## src/hdl/pzs_map.svh

```systemverilog
/*
 Constants of the pattern generator: degrees, feedback taps, seed,
 counter widths and buffer shape.
 Assumes inclusion by bare name from the generator and the port checker.
*/
`ifndef PZS_MAP_SVH
`define PZS_MAP_SVH

// degrees of the selectable generating polynomials
`define PZS_DEG7 5'h07
`define PZS_DEG9 5'h09
`define PZS_DEG10 5'h0A
`define PZS_DEG11 5'h0B
`define PZS_DEG13 5'h0D
`define PZS_DEG15 5'h0F
`define PZS_DEG20 5'h14
`define PZS_DEG23 5'h17
`define PZS_DEG31 5'h1F

// inner feedback stage of each polynomial (the outer one is the degree)
`define PZS_TAP7 5'h06
`define PZS_TAP9 5'h05
`define PZS_TAP10 5'h07
`define PZS_TAP11 5'h09
`define PZS_TAP13_A 5'h01
`define PZS_TAP13_B 5'h02
`define PZS_TAP13_C 5'h0C
`define PZS_TAP15 5'h0E
`define PZS_TAP20 5'h03
`define PZS_TAP23 5'h12
`define PZS_TAP31 5'h1C

// shift register
`define PZS_SR_W 31
`define PZS_SEED 31'h7FFFFFFF

// zero run counters
`define PZS_LEN_W 24
`define PZS_RAW_W 5
`define PZS_RAW_MAX 5'h1F

// output buffer: {period start mark, pin level}
`define PZS_FIFO_W 2
`define PZS_FIFO_DEPTH 8

`endif

```

## src/hdl/pzs_pkg.sv

```systemverilog
/*
 Types of the pattern generator: polynomial selection and the
 zero substitution sequencer states.
 Assumes nothing of its surroundings.
*/
package pzs_pkg;

   typedef enum logic [3:0] {
      PZS_P7 = 4'h0,
      PZS_P9 = 4'h1,
      PZS_P10 = 4'h2,
      PZS_P11 = 4'h3,
      PZS_P13 = 4'h4,
      PZS_P15 = 4'h5,
      PZS_P20 = 4'h6,
      PZS_P23 = 4'h7,
      PZS_P31 = 4'h8
   } pzs_poly_t;

   typedef enum logic {
      PZS_ZS_IDLE = 1'h0,
      PZS_ZS_FORCE = 1'h1
   } pzs_zs_state_t;

endpackage

```

## src/hdl/pzs_stream_if.sv

```systemverilog
/*
 Valid/ready word stream between the generator and its output buffer.
 Assumes one clock shared by both ends.
*/
`timescale 1ns/1ps
`default_nettype none

interface pzs_stream_if #(
   parameter int W = 1
);
   logic [W-1:0] data;
   logic valid;
   logic ready;

   modport src (
      output data,
      output valid,
      input ready
   );

   modport snk (
      input data,
      input valid,
      output ready
   );
endinterface

`default_nettype wire

```

## src/hdl/pzs_fifo.sv

```systemverilog
/*
 Word buffer with valid/ready on both sides and honest full/empty.
 Assumes a single clock and an active low asynchronous reset.
*/
`timescale 1ns/1ps
`default_nettype none

module pzs_fifo #(
   parameter int W = 2,
   parameter int DEPTH = 8
) (
   // clock and reset
   input wire logic clk,
   input wire logic rst_n,
   // streams
   pzs_stream_if.snk in_s,
   pzs_stream_if.src out_s
);
   localparam int AW = $clog2(DEPTH);

   logic [W-1:0] mem [DEPTH];
   logic [AW-1:0] wr_r, wr_nxt;
   logic [AW-1:0] rd_r, rd_nxt;
   logic [AW:0] cnt_r, cnt_nxt;
   logic push;
   logic pop;

   assign in_s.ready = (cnt_r != (AW+1)'(DEPTH));
   assign out_s.valid = (cnt_r != '0);
   assign out_s.data = mem[rd_r];
   assign push = in_s.valid & in_s.ready;
   assign pop = out_s.valid & out_s.ready;

   always_comb begin
      wr_nxt = wr_r;
      rd_nxt = rd_r;
      cnt_nxt = cnt_r;
      if (push) begin
         wr_nxt = (wr_r == AW'(DEPTH - 1)) ? '0 : wr_r + 1'b1;
      end
      if (pop) begin
         rd_nxt = (rd_r == AW'(DEPTH - 1)) ? '0 : rd_r + 1'b1;
      end
      if (push && !pop) begin
         cnt_nxt = cnt_r + 1'b1;
      end else if (pop && !push) begin
         cnt_nxt = cnt_r - 1'b1;
      end
   end

   always_ff @(posedge clk or negedge rst_n) begin
      if (!rst_n) begin
         wr_r <= '0;
         rd_r <= '0;
         cnt_r <= '0;
      end else begin
         wr_r <= wr_nxt;
         rd_r <= rd_nxt;
         cnt_r <= cnt_nxt;
      end
   end

   // storage needs no reset; nothing is read before it is written
   always_ff @(posedge clk) begin
      if (push) begin
         mem[wr_r] <= in_s.data;
      end
   end
endmodule

`default_nettype wire

```

## src/hdl/pzs_gen.sv

```systemverilog
/*
 Serial pseudo-random pattern source with optional zero substitution
 and selectable output polarity, feeding an 8 word output buffer.
 Assumes one 50 MHz clock, asynchronous active low reset, and a sink
 that takes bits with pat_valid/pat_ready.
 Setup inputs are levels sampled on every clock. A change of
 pattern_sel reseeds at the next edge and pushes nothing in that
 cycle. Polarity and substitution changes reach only bits generated
 afterwards, so up to eight buffered bits still carry the old setting.
 Codes of pattern_sel beyond the last polynomial run the longest one.
 A full buffer stalls the generator; no bit is ever dropped.

 // How it works
 // - LFSR of degree n, period 2^n-1
 // - one run of n ones per period
 // - positive polarity: one low, zero high
 // - degree 7 taps at 6 and 7
 // - degree 9 taps at 5 and 9
 // - degree 10 taps at 7 and 10
 // - degree 11 taps at 9 and 11
 // - degree 13 taps at 1, 2, 12, 13
 // - degree 15 taps at 14 and 15
 // - degree 20 taps at 3 and 20
 // - degree 23 taps at 18 and 23
 // - degree 31 taps at 28 and 31
 // - force zeros after longest natural zero run
 // - zero right after forced run becomes one
 // - degrees 7,9,10,11,13,15,20,23,31 selectable
 // - substitution lengths 2^n and 2^n-1 offered
*/
`timescale 1ns/1ps
`default_nettype none
`include "pzs_map.svh"

module pzs_gen (
   // clock and reset
   input wire logic clk,
   input wire logic rst_n,
   // pattern setup
   input wire pzs_pkg::pzs_poly_t pattern_sel,
   input wire logic zero_subst_en,
   input wire logic zs_full_pow,
   input wire logic [`PZS_LEN_W-1:0] zs_run_len,
   input wire logic inverted_polarity,
   // serial pattern out
   output logic pat_level,
   output logic pat_sync,
   output logic pat_valid,
   input wire logic pat_ready,
   // status
   output logic zs_active
);

   // degree of each selectable polynomial
   function automatic logic [4:0] deg_of(input pzs_pkg::pzs_poly_t p);
      unique case (p)
         pzs_pkg::PZS_P7: return `PZS_DEG7;
         pzs_pkg::PZS_P9: return `PZS_DEG9;
         pzs_pkg::PZS_P10: return `PZS_DEG10;
         pzs_pkg::PZS_P11: return `PZS_DEG11;
         pzs_pkg::PZS_P13: return `PZS_DEG13;
         pzs_pkg::PZS_P15: return `PZS_DEG15;
         pzs_pkg::PZS_P20: return `PZS_DEG20;
         pzs_pkg::PZS_P23: return `PZS_DEG23;
         pzs_pkg::PZS_P31: return `PZS_DEG31;
         // unused codes fall back to the longest sequence
         default: return `PZS_DEG31;
      endcase
   endfunction

   // inner tap of the two-tap polynomials
   function automatic logic [4:0] tap_of(input pzs_pkg::pzs_poly_t p);
      unique case (p)
         pzs_pkg::PZS_P7: return `PZS_TAP7;
         pzs_pkg::PZS_P9: return `PZS_TAP9;
         pzs_pkg::PZS_P10: return `PZS_TAP10;
         pzs_pkg::PZS_P11: return `PZS_TAP11;
         pzs_pkg::PZS_P15: return `PZS_TAP15;
         pzs_pkg::PZS_P20: return `PZS_TAP20;
         pzs_pkg::PZS_P23: return `PZS_TAP23;
         pzs_pkg::PZS_P31: return `PZS_TAP31;
         // degree 13 has four taps and is handled in fb_of
         default: return `PZS_TAP31;
      endcase
   endfunction

   // feedback bit: stage n xor inner taps
   function automatic logic fb_of(input pzs_pkg::pzs_poly_t p,
                                  input logic [`PZS_SR_W-1:0] s);
      logic [4:0] d;
      d = deg_of(p);
      if (p == pzs_pkg::PZS_P13) begin
         return s[d - 5'h01] ^ s[`PZS_TAP13_C - 5'h01] ^
                s[`PZS_TAP13_B - 5'h01] ^ s[`PZS_TAP13_A - 5'h01];
      end
      return s[d - 5'h01] ^ s[tap_of(p) - 5'h01];
   endfunction

   // bits of the register that belong to a degree
   function automatic logic [`PZS_SR_W-1:0] mask_of(input logic [4:0] d);
      logic [31:0] m;
      m = (32'h00000001 << d) - 32'h00000001;
      return m[`PZS_SR_W-1:0];
   endfunction

   // generator to buffer and buffer to pins
   pzs_stream_if #(.W(`PZS_FIFO_W)) gen_s ();
   pzs_stream_if #(.W(`PZS_FIFO_W)) pin_s ();

   // the buffer lets the sink stall without losing the period mark
   pzs_fifo #(
      .W(`PZS_FIFO_W),
      .DEPTH(`PZS_FIFO_DEPTH)
   ) pzs_fifo_inst (
      .clk(clk),
      .rst_n(rst_n),
      .in_s(gen_s),
      .out_s(pin_s)
   );

   // generator state
   // shift register and the polynomial it runs
   logic [`PZS_SR_W-1:0] lfsr_r;
   logic [`PZS_SR_W-1:0] lfsr_nxt;
   pzs_pkg::pzs_poly_t sel_r;
   pzs_pkg::pzs_poly_t sel_nxt;
   // substitution sequencer and its forced run length
   pzs_pkg::pzs_zs_state_t zs_r;
   pzs_pkg::pzs_zs_state_t zs_nxt;
   logic [`PZS_LEN_W-1:0] run_r;
   logic [`PZS_LEN_W-1:0] run_nxt;
   // raw zeros seen in a row, saturating
   logic [`PZS_RAW_W-1:0] raw_zero_r;
   logic [`PZS_RAW_W-1:0] raw_zero_nxt;

   logic [4:0] deg;
   logic [`PZS_LEN_W-1:0] deg_w;
   logic [`PZS_LEN_W-1:0] nat_run;
   logic raw_bit;
   logic gen_bit;
   logic step;
   logic adv;
   logic reseed;
   logic at_seed;
   logic at_natural_end;
   logic period_mark;
   logic pin_bit;

   assign deg = deg_of(sel_r);
   assign deg_w = `PZS_LEN_W'(deg);
   // longest natural zero run of a maximal sequence is n-1
   assign nat_run = deg_w - `PZS_LEN_W'(1);
   // output stage is stage n; stage k sits in bit k-1
   assign raw_bit = lfsr_r[deg - 5'h01];
   // a bit moves only when the buffer takes it
   assign adv = gen_s.valid & gen_s.ready;
   // compared with the registered copy, so a change costs one bit slot
   assign reseed = (pattern_sel != sel_r);
   // period start: register back at the seed value
   assign at_seed = ((lfsr_r & mask_of(deg)) == (`PZS_SEED & mask_of(deg)));
   // longest natural zero run (n-1) just went out
   assign at_natural_end = (raw_zero_r == `PZS_RAW_W'(deg - 5'h01));

   // the reseed cycle pushes nothing: its register still holds the old
   // polynomial's state and would put a stale bit ahead of the new seed
   assign gen_s.valid = ~reseed;
   // no mark on a forced bit, the period start stays unambiguous
   assign period_mark = at_seed & (zs_r == pzs_pkg::PZS_ZS_IDLE);
   // level 1 on the pin for a zero unless inverted
   // inversion only flips the pin, the sequence runs on
   assign pin_bit = gen_bit ^ ~inverted_polarity;
   assign gen_s.data = {period_mark, pin_bit};

   // sequencer: which bit goes out, and whether the register steps
   always_comb begin
      zs_nxt = zs_r;
      run_nxt = run_r;
      gen_bit = raw_bit;
      step = 1'b1;

      unique case (zs_r)
         pzs_pkg::PZS_ZS_IDLE: begin
            if (zero_subst_en && at_natural_end) begin
               if (zs_full_pow) begin
                  // extra zero stretches the period to 2^n
                  gen_bit = 1'b0;
                  step = 1'b0;
                  run_nxt = deg_w;
                  zs_nxt = pzs_pkg::PZS_ZS_FORCE;
               end else if (nat_run < zs_run_len) begin
                  // a wanted run no longer than n-1 leaves the pattern alone
                  gen_bit = 1'b0;
                  run_nxt = deg_w;
                  zs_nxt = pzs_pkg::PZS_ZS_FORCE;
               end
            end
         end
         pzs_pkg::PZS_ZS_FORCE: begin
            // switching substitution off drops the forcing at once
            if (!zero_subst_en) begin
               zs_nxt = pzs_pkg::PZS_ZS_IDLE;
            end else if (run_r < zs_run_len) begin
               // forced zeros still step the register, so the period is kept
               gen_bit = 1'b0;
               run_nxt = run_r + `PZS_LEN_W'(1);
            end else begin
               // zero that would lengthen the run is turned to one
               if (!raw_bit) begin
                  gen_bit = 1'b1;
               end
               zs_nxt = pzs_pkg::PZS_ZS_IDLE;
            end
         end
      endcase

      // nothing moves while the buffer is full or a reseed is pending
      if (!adv) begin
         zs_nxt = zs_r;
         run_nxt = run_r;
         step = 1'b0;
      end

      // a new polynomial also restarts the substitution
      if (reseed) begin
         run_nxt = '0;
         zs_nxt = pzs_pkg::PZS_ZS_IDLE;
      end
   end

   always_ff @(posedge clk or negedge rst_n) begin
      if (!rst_n) begin
         zs_r <= pzs_pkg::PZS_ZS_IDLE;
         run_r <= '0;
      end else begin
         zs_r <= zs_nxt;
         run_r <= run_nxt;
      end
   end

   // shift register: one stage per accepted bit, except the extra zero that stretches the period to 2^n
   always_comb begin
      lfsr_nxt = lfsr_r;
      sel_nxt = pattern_sel;
      if (step) begin
         lfsr_nxt = {lfsr_r[`PZS_SR_W-2:0], fb_of(sel_r, lfsr_r)};
      end
      // all-zero lock-up cannot hold; reload the seed
      if ((lfsr_nxt & mask_of(deg)) == '0) begin
         lfsr_nxt = `PZS_SEED;
      end
      // a new polynomial restarts from the seed
      if (reseed) begin
         lfsr_nxt = `PZS_SEED;
      end
   end

   always_ff @(posedge clk or negedge rst_n) begin
      if (!rst_n) begin
         lfsr_r <= `PZS_SEED;
         sel_r <= pzs_pkg::PZS_P31;
      end else begin
         lfsr_r <= lfsr_nxt;
         sel_r <= sel_nxt;
      end
   end

   // raw zero run counter; it finds the end of the longest natural run
   always_comb begin
      raw_zero_nxt = raw_zero_r;
      if (step) begin
         if (raw_bit) begin
            raw_zero_nxt = '0;
         end else if (raw_zero_r != `PZS_RAW_MAX) begin
            raw_zero_nxt = raw_zero_r + `PZS_RAW_W'(1);
         end
      end
      if (reseed) begin
         raw_zero_nxt = '0;
      end
   end

   always_ff @(posedge clk or negedge rst_n) begin
      if (!rst_n) begin
         raw_zero_r <= '0;
      end else begin
         raw_zero_r <= raw_zero_nxt;
      end
   end

   // maximal polynomials give the single run of n ones
   // pin side: level and mark straight from buffer storage
   assign pin_s.ready = pat_ready;
   assign pat_valid = pin_s.valid;
   // level reads 0 while empty so the pin never shows stale storage
   assign pat_level = pin_s.valid ? pin_s.data[0] : 1'b0;
   assign pat_sync = pin_s.valid ? pin_s.data[1] : 1'b0;
   // status straight from the sequencer register
   assign zs_active = (zs_r == pzs_pkg::PZS_ZS_FORCE);

endmodule

`default_nettype wire

```

## config.mk

```make
export PLATFORM = sky130hd
export DESIGN_NAME = pzs_gen
export DESIGN_NICKNAME = d
export VERILOG_FILES = /design/src/hdl/pzs_pkg.sv /design/src/hdl/pzs_stream_if.sv /design/src/hdl/pzs_fifo.sv /design/src/hdl/pzs_gen.sv
export VERILOG_INCLUDE_DIRS = /design/src /design/src/hdl
export SDC_FILE = /design/constraint.sdc
export NUM_CORES = 1
export LEC_CHECK = 0
export ABC_AREA = 1
export BUFFER_PORTS_ARGS = -buffer_cell sky130_fd_sc_hd__buf_4
export CAP_MARGIN = 0
export CORE_MARGIN = 2
export CORE_UTILIZATION = 40
export DETAILED_ROUTE_END_ITERATION = 6
export GPL_TIMING_DRIVEN = 0
export PLACE_DENSITY = 0.65
export REMOVE_ABC_BUFFERS = 1
export SETUP_SLACK_MARGIN = 0.5
export SYNTH_ARGS = -nofsm -noshare
export SYNTH_HDL_FRONTEND = slang
export SYNTH_HIERARCHICAL = 1
export SYNTH_SLANG_ARGS = --single-unit
```

## constraint.sdc

```tcl
create_clock -name clk -period 4.15 [get_ports clk]
set_input_delay 0.2075 -clock clk [delete_from_list [all_inputs] [get_ports clk]]
set_output_delay 0.2075 -clock clk [all_outputs]
set_load 0.005 [all_outputs]
```

==> impl_metrics.json <==
{
  "clock_latency_ps": 370,
  "slowest_delay_ps": 650,
  "die_x_um": 153,
  "fin_crit_sh_pct": 87.2,
  "ys_warn_count": 6,
  "r2r_slack_ps": 530,
  "finalMaxSlewViolations": 0,
  "drtPass1Iterations": 6,
  "ys_ff_latch": 91,
  "syn_area_um2": 8850,
  "max_slew_margin_pct": 27.1,
  "period_needed_ps": 3620,
  "cts.path.max_buffers": 2,
  "path_buf_inv": 5,
  "tightest_slew_ps": 1090,
  "dp.cells": 1570,
  "endpoint_kind": "flip-flop",
  "wire_per_inst_um": 16.9,
  "io_pins": 38,
  "drive_gt1_share_pct": 21.2,
  "die-area_um2": 23300,
  "ys_types": 54,
  "antenna_found_initial": 0,
  "critPathMaxFanout": 8,
  "rows": 54,
  "power_leakage_nw": 5.35,
  "wl_met1_um": 12300,
  "dr.max_layer_used": "met4",
  "start_kind": "flip-flop",
  "cts_tree": "yes",
  "fin_nets": 1481,
  "syn-instance-count": 1290,
  "crit_top_cell": "nand3_1",
  "grt_pass1_vias": 8624,
  "hold_path.class": "input pin to async pin",
  "slowest_stage": "dfstp_2",
  "ys.flop_type": "dfrtp_1",
  "layoutNonFillerInstCount": 1661,
  "critical_path_required_ps": 4440,
  "drc_errors": 0,
  "diodes": 0,
  "port_buffers": 37,
  "p_per_area_nw_per_um2": 268,
  "grt_pass1_wl_um": 44500,
  "hold_viol": 0,
  "area_growth_pct": 20.4,
  "crit_arrival_ps": 3910,
  "coreArea_um2": 21800,
  "die_h_um": 153,
  "synth_area_leaders": "nand2_1 15%, dfrtp_1 12%, ha_1 9.9%",
  "synth-async-reset-ratio_pct": 82.4,
  "grtUsageTotal_pct": 23.5,
  "reg2reg_to": "lfsr_r[23]$_DFF_PN1_",
  "setup_slack_ps": 531,
  "place_hpwl_um": 19000,
  "wl_met2_um": 12700,
  "drt-initial-drc-count": 814,
  "rr_worst_depth": 21,
  "r2r_start": "sel_r[3]$_DFF_PN1_",
  "synth_top_area_share_pct": 15.1,
  "syn_avg_cell_area_um2": 6.86,
  "post_drt_via_cell_ratio": 5.52,
  "crit_chain": "clkinv_8, nand2_2, nor2_4, ha_4, ha_4, xor2_1, nand3_1, nor3_4, nand4_4, buf_12, nand2_8, clkinvlp_4, nand2_2, nand3_1, nand3_2, nor2_1, nand2_1, clkinvlp_4, buf_12, nand2_8, nand3_1",
  "root_buffer": "clkbuf_16",
  "status": "finished clean",
  "routed_wl_um": 28000,
  "yosysTopAreaCell": "nand2_1",
  "num_vias": 9168,
  "grt_setup_unrepaired": "true",
  "cts_sinks": 91,
  "fmax_mhz": 276,
  "skew_ps": 13.3,
  "ys_seq_area_share_pct": 27.1,
  "synth-edff-count": 16,
  "routabilityCongestion": 0.942,
  "h-tree-depth": 3,
  "postRouteAntennaNets": 0,
  "initial_core_util_pct": 40.7,
  "vdd_drop_max_mv": 0.181,
  "final-setup-viol-count": 0,
  "critPathKind": "flip-flop to flip-flop",
  "grt.overflow.total": 0,
  "maxCapViolations": 0,
  "place_ws_ps": -1430,
  "clk_pin_slew_ps": 80,
  "cp_top_family": "simple AND/OR/NAND/NOR gates",
  "grt_max_degree": 76,
  "cts_inserted_buffers": 9,
  "met3WireLength_um": 2090
}
-- power breakdown --
group / leakage (nW) / internal [mW] / switching (mW) / total, mW
clock network: 0.137 / 0.418 / 0.414 / 0.832
registers: 1.03 / 0.967 / 0.0839 / 1.05
logic: 4.18 / 0.371 / 0.603 / 0.975
-- per-stage QoR --
step / area [um^2] / TNS [ps] / utilization [%] / hold WS (ps) / total power, mW
floorplan: 8630 / 0 / - / -88.1 / 1.65
global placement: 9260 / -68490 / 42.5 / 332 / 1.90
detailed placement: 9260 / -72650 / 42.5 / 334 / 1.92
CTS: 10100 / 0 / 46.5 / 43.6 / 2.80
global route: 10600 / 0 / 48.9 / 92.3 / 3.04
finish: 10600 / 0 / 48.9 / 12.0 / 2.86
-- sequential cells by signal, summed over array words and instances (netlist names) --
register and flops:
raw_zero_r 5, run_r 24, pzs_fifo_inst/mem 16, pzs_fifo_inst/rd_r 3, pzs_fifo_inst/cnt_r 4, zs_active 1
lfsr_r 31, sel_r 4, pzs_fifo_inst/wr_r 3
-- worst max-delay path by stage --
stage | end | slack [ps] | cells past startpoint | startpoint
2_1_floorplan | lfsr_r[20]$_DFF_PN1_ | 210 | 19 | sel_r[2]$_DFF_PN0_
3_3_place_gp | lfsr_r[21]$_DFF_PN1_ | -1320 | 18 | sel_r[0]$_DFF_PN0_
3_5_place_dp | lfsr_r[25]$_DFF_PN1_ | -1430 | 18 | sel_r[0]$_DFF_PN0_
4_1_cts | lfsr_r[22]$_DFF_PN1_ | 460 | 21 | sel_r[0]$_DFF_PN0_
5_1_grt | lfsr_r[22]$_DFF_PN1_ | 420 | 24 | sel_r[0]$_DFF_PN0_
6_report | lfsr_r[23]$_DFF_PN1_ | 530 | 21 | sel_r[3]$_DFF_PN1_
-- cells in the final DEF, fill, tap and decap left out, types with 38 or more instances in the layout --
master	n
nand2_1	341
nor2_1	78
dfrtp_1	40
a21oi_1	42
buf_4	90
nand4_1	38
ha_1	64
o21ai_0	60
inv_1	140
nand3_1	155
-- cells by family (layout without fill, tap and decap cells) --
logic type,Yosys count,in the layout,share of synthesized area (%)
simple gates,744,753,39.9
buf+inv,195,277,9.29
compound gates,148,148,9.46
flops,91,91,27.1
fa+ha+maj,71,71,10.1
xor+xnor,41,41,4.14
-- layer usage --
metal	GRT usage [%]	vias up
met2	38.2	340
met5	0	-
li1	-	4473
met1	31.8	4280
met4	8.11	0
met3	3.78	75
-- final cells by class --
type / instances / area (um^2)
clock buffers: 9 / 225
repair inverters: 2 / 16.3
flip-flops and latches: 91 / 2400
clock inverters: 7 / 57.6
inverters: 158 / 654
repair buffers: 101 / 832
multi-input cells: 1013 / 6110
fillers: 2159 / 11100
well taps: 280 / 350
-- synth_stat cells, types with 2 or more instances --
master	count
inv_2	5
xnor2_1	11
dfstp_2	32
o211ai_1	11
nand3_1	162
o21ai_0	68
inv_1	150
nor2_1	90
or2_2	3
nor2_4	4
a22o_1	2
nand4_1	38
buf_2	7
edfxtp_1	16
ha_1	70
o22ai_1	2
a21oi_1	42
xor2_1	29
buf_1	2
buf_6	8
o21ai_1	6
clkbuf_1	17
nor4_1	7
o221ai_1	3
a22oi_1	3
nor2_2	8
nor3_1	15
inv_4	2
or2_1	2
nand3_2	26
nand2_1	357
dfrtp_1	43
nand2_2	12
buf_4	3
a211oi_1	3
nand2_4	9
nand3b_1	5
-- what timing repair did --
| action | 4_1_cts | 5_1_grt |
|---|---|---|
| gates resized for setup | 52 | 61 |
| gates cloned | 6 | 5 |
| hold buffers | 4 | 0 |
| hold endpoints to repair | 4 | 0 |
| setup endpoints to repair | 78 | 72 |
| pin swaps | 10 | 26 |
| setup buffers | 28 | 32 |
Power figures use the tool's default switching activity.
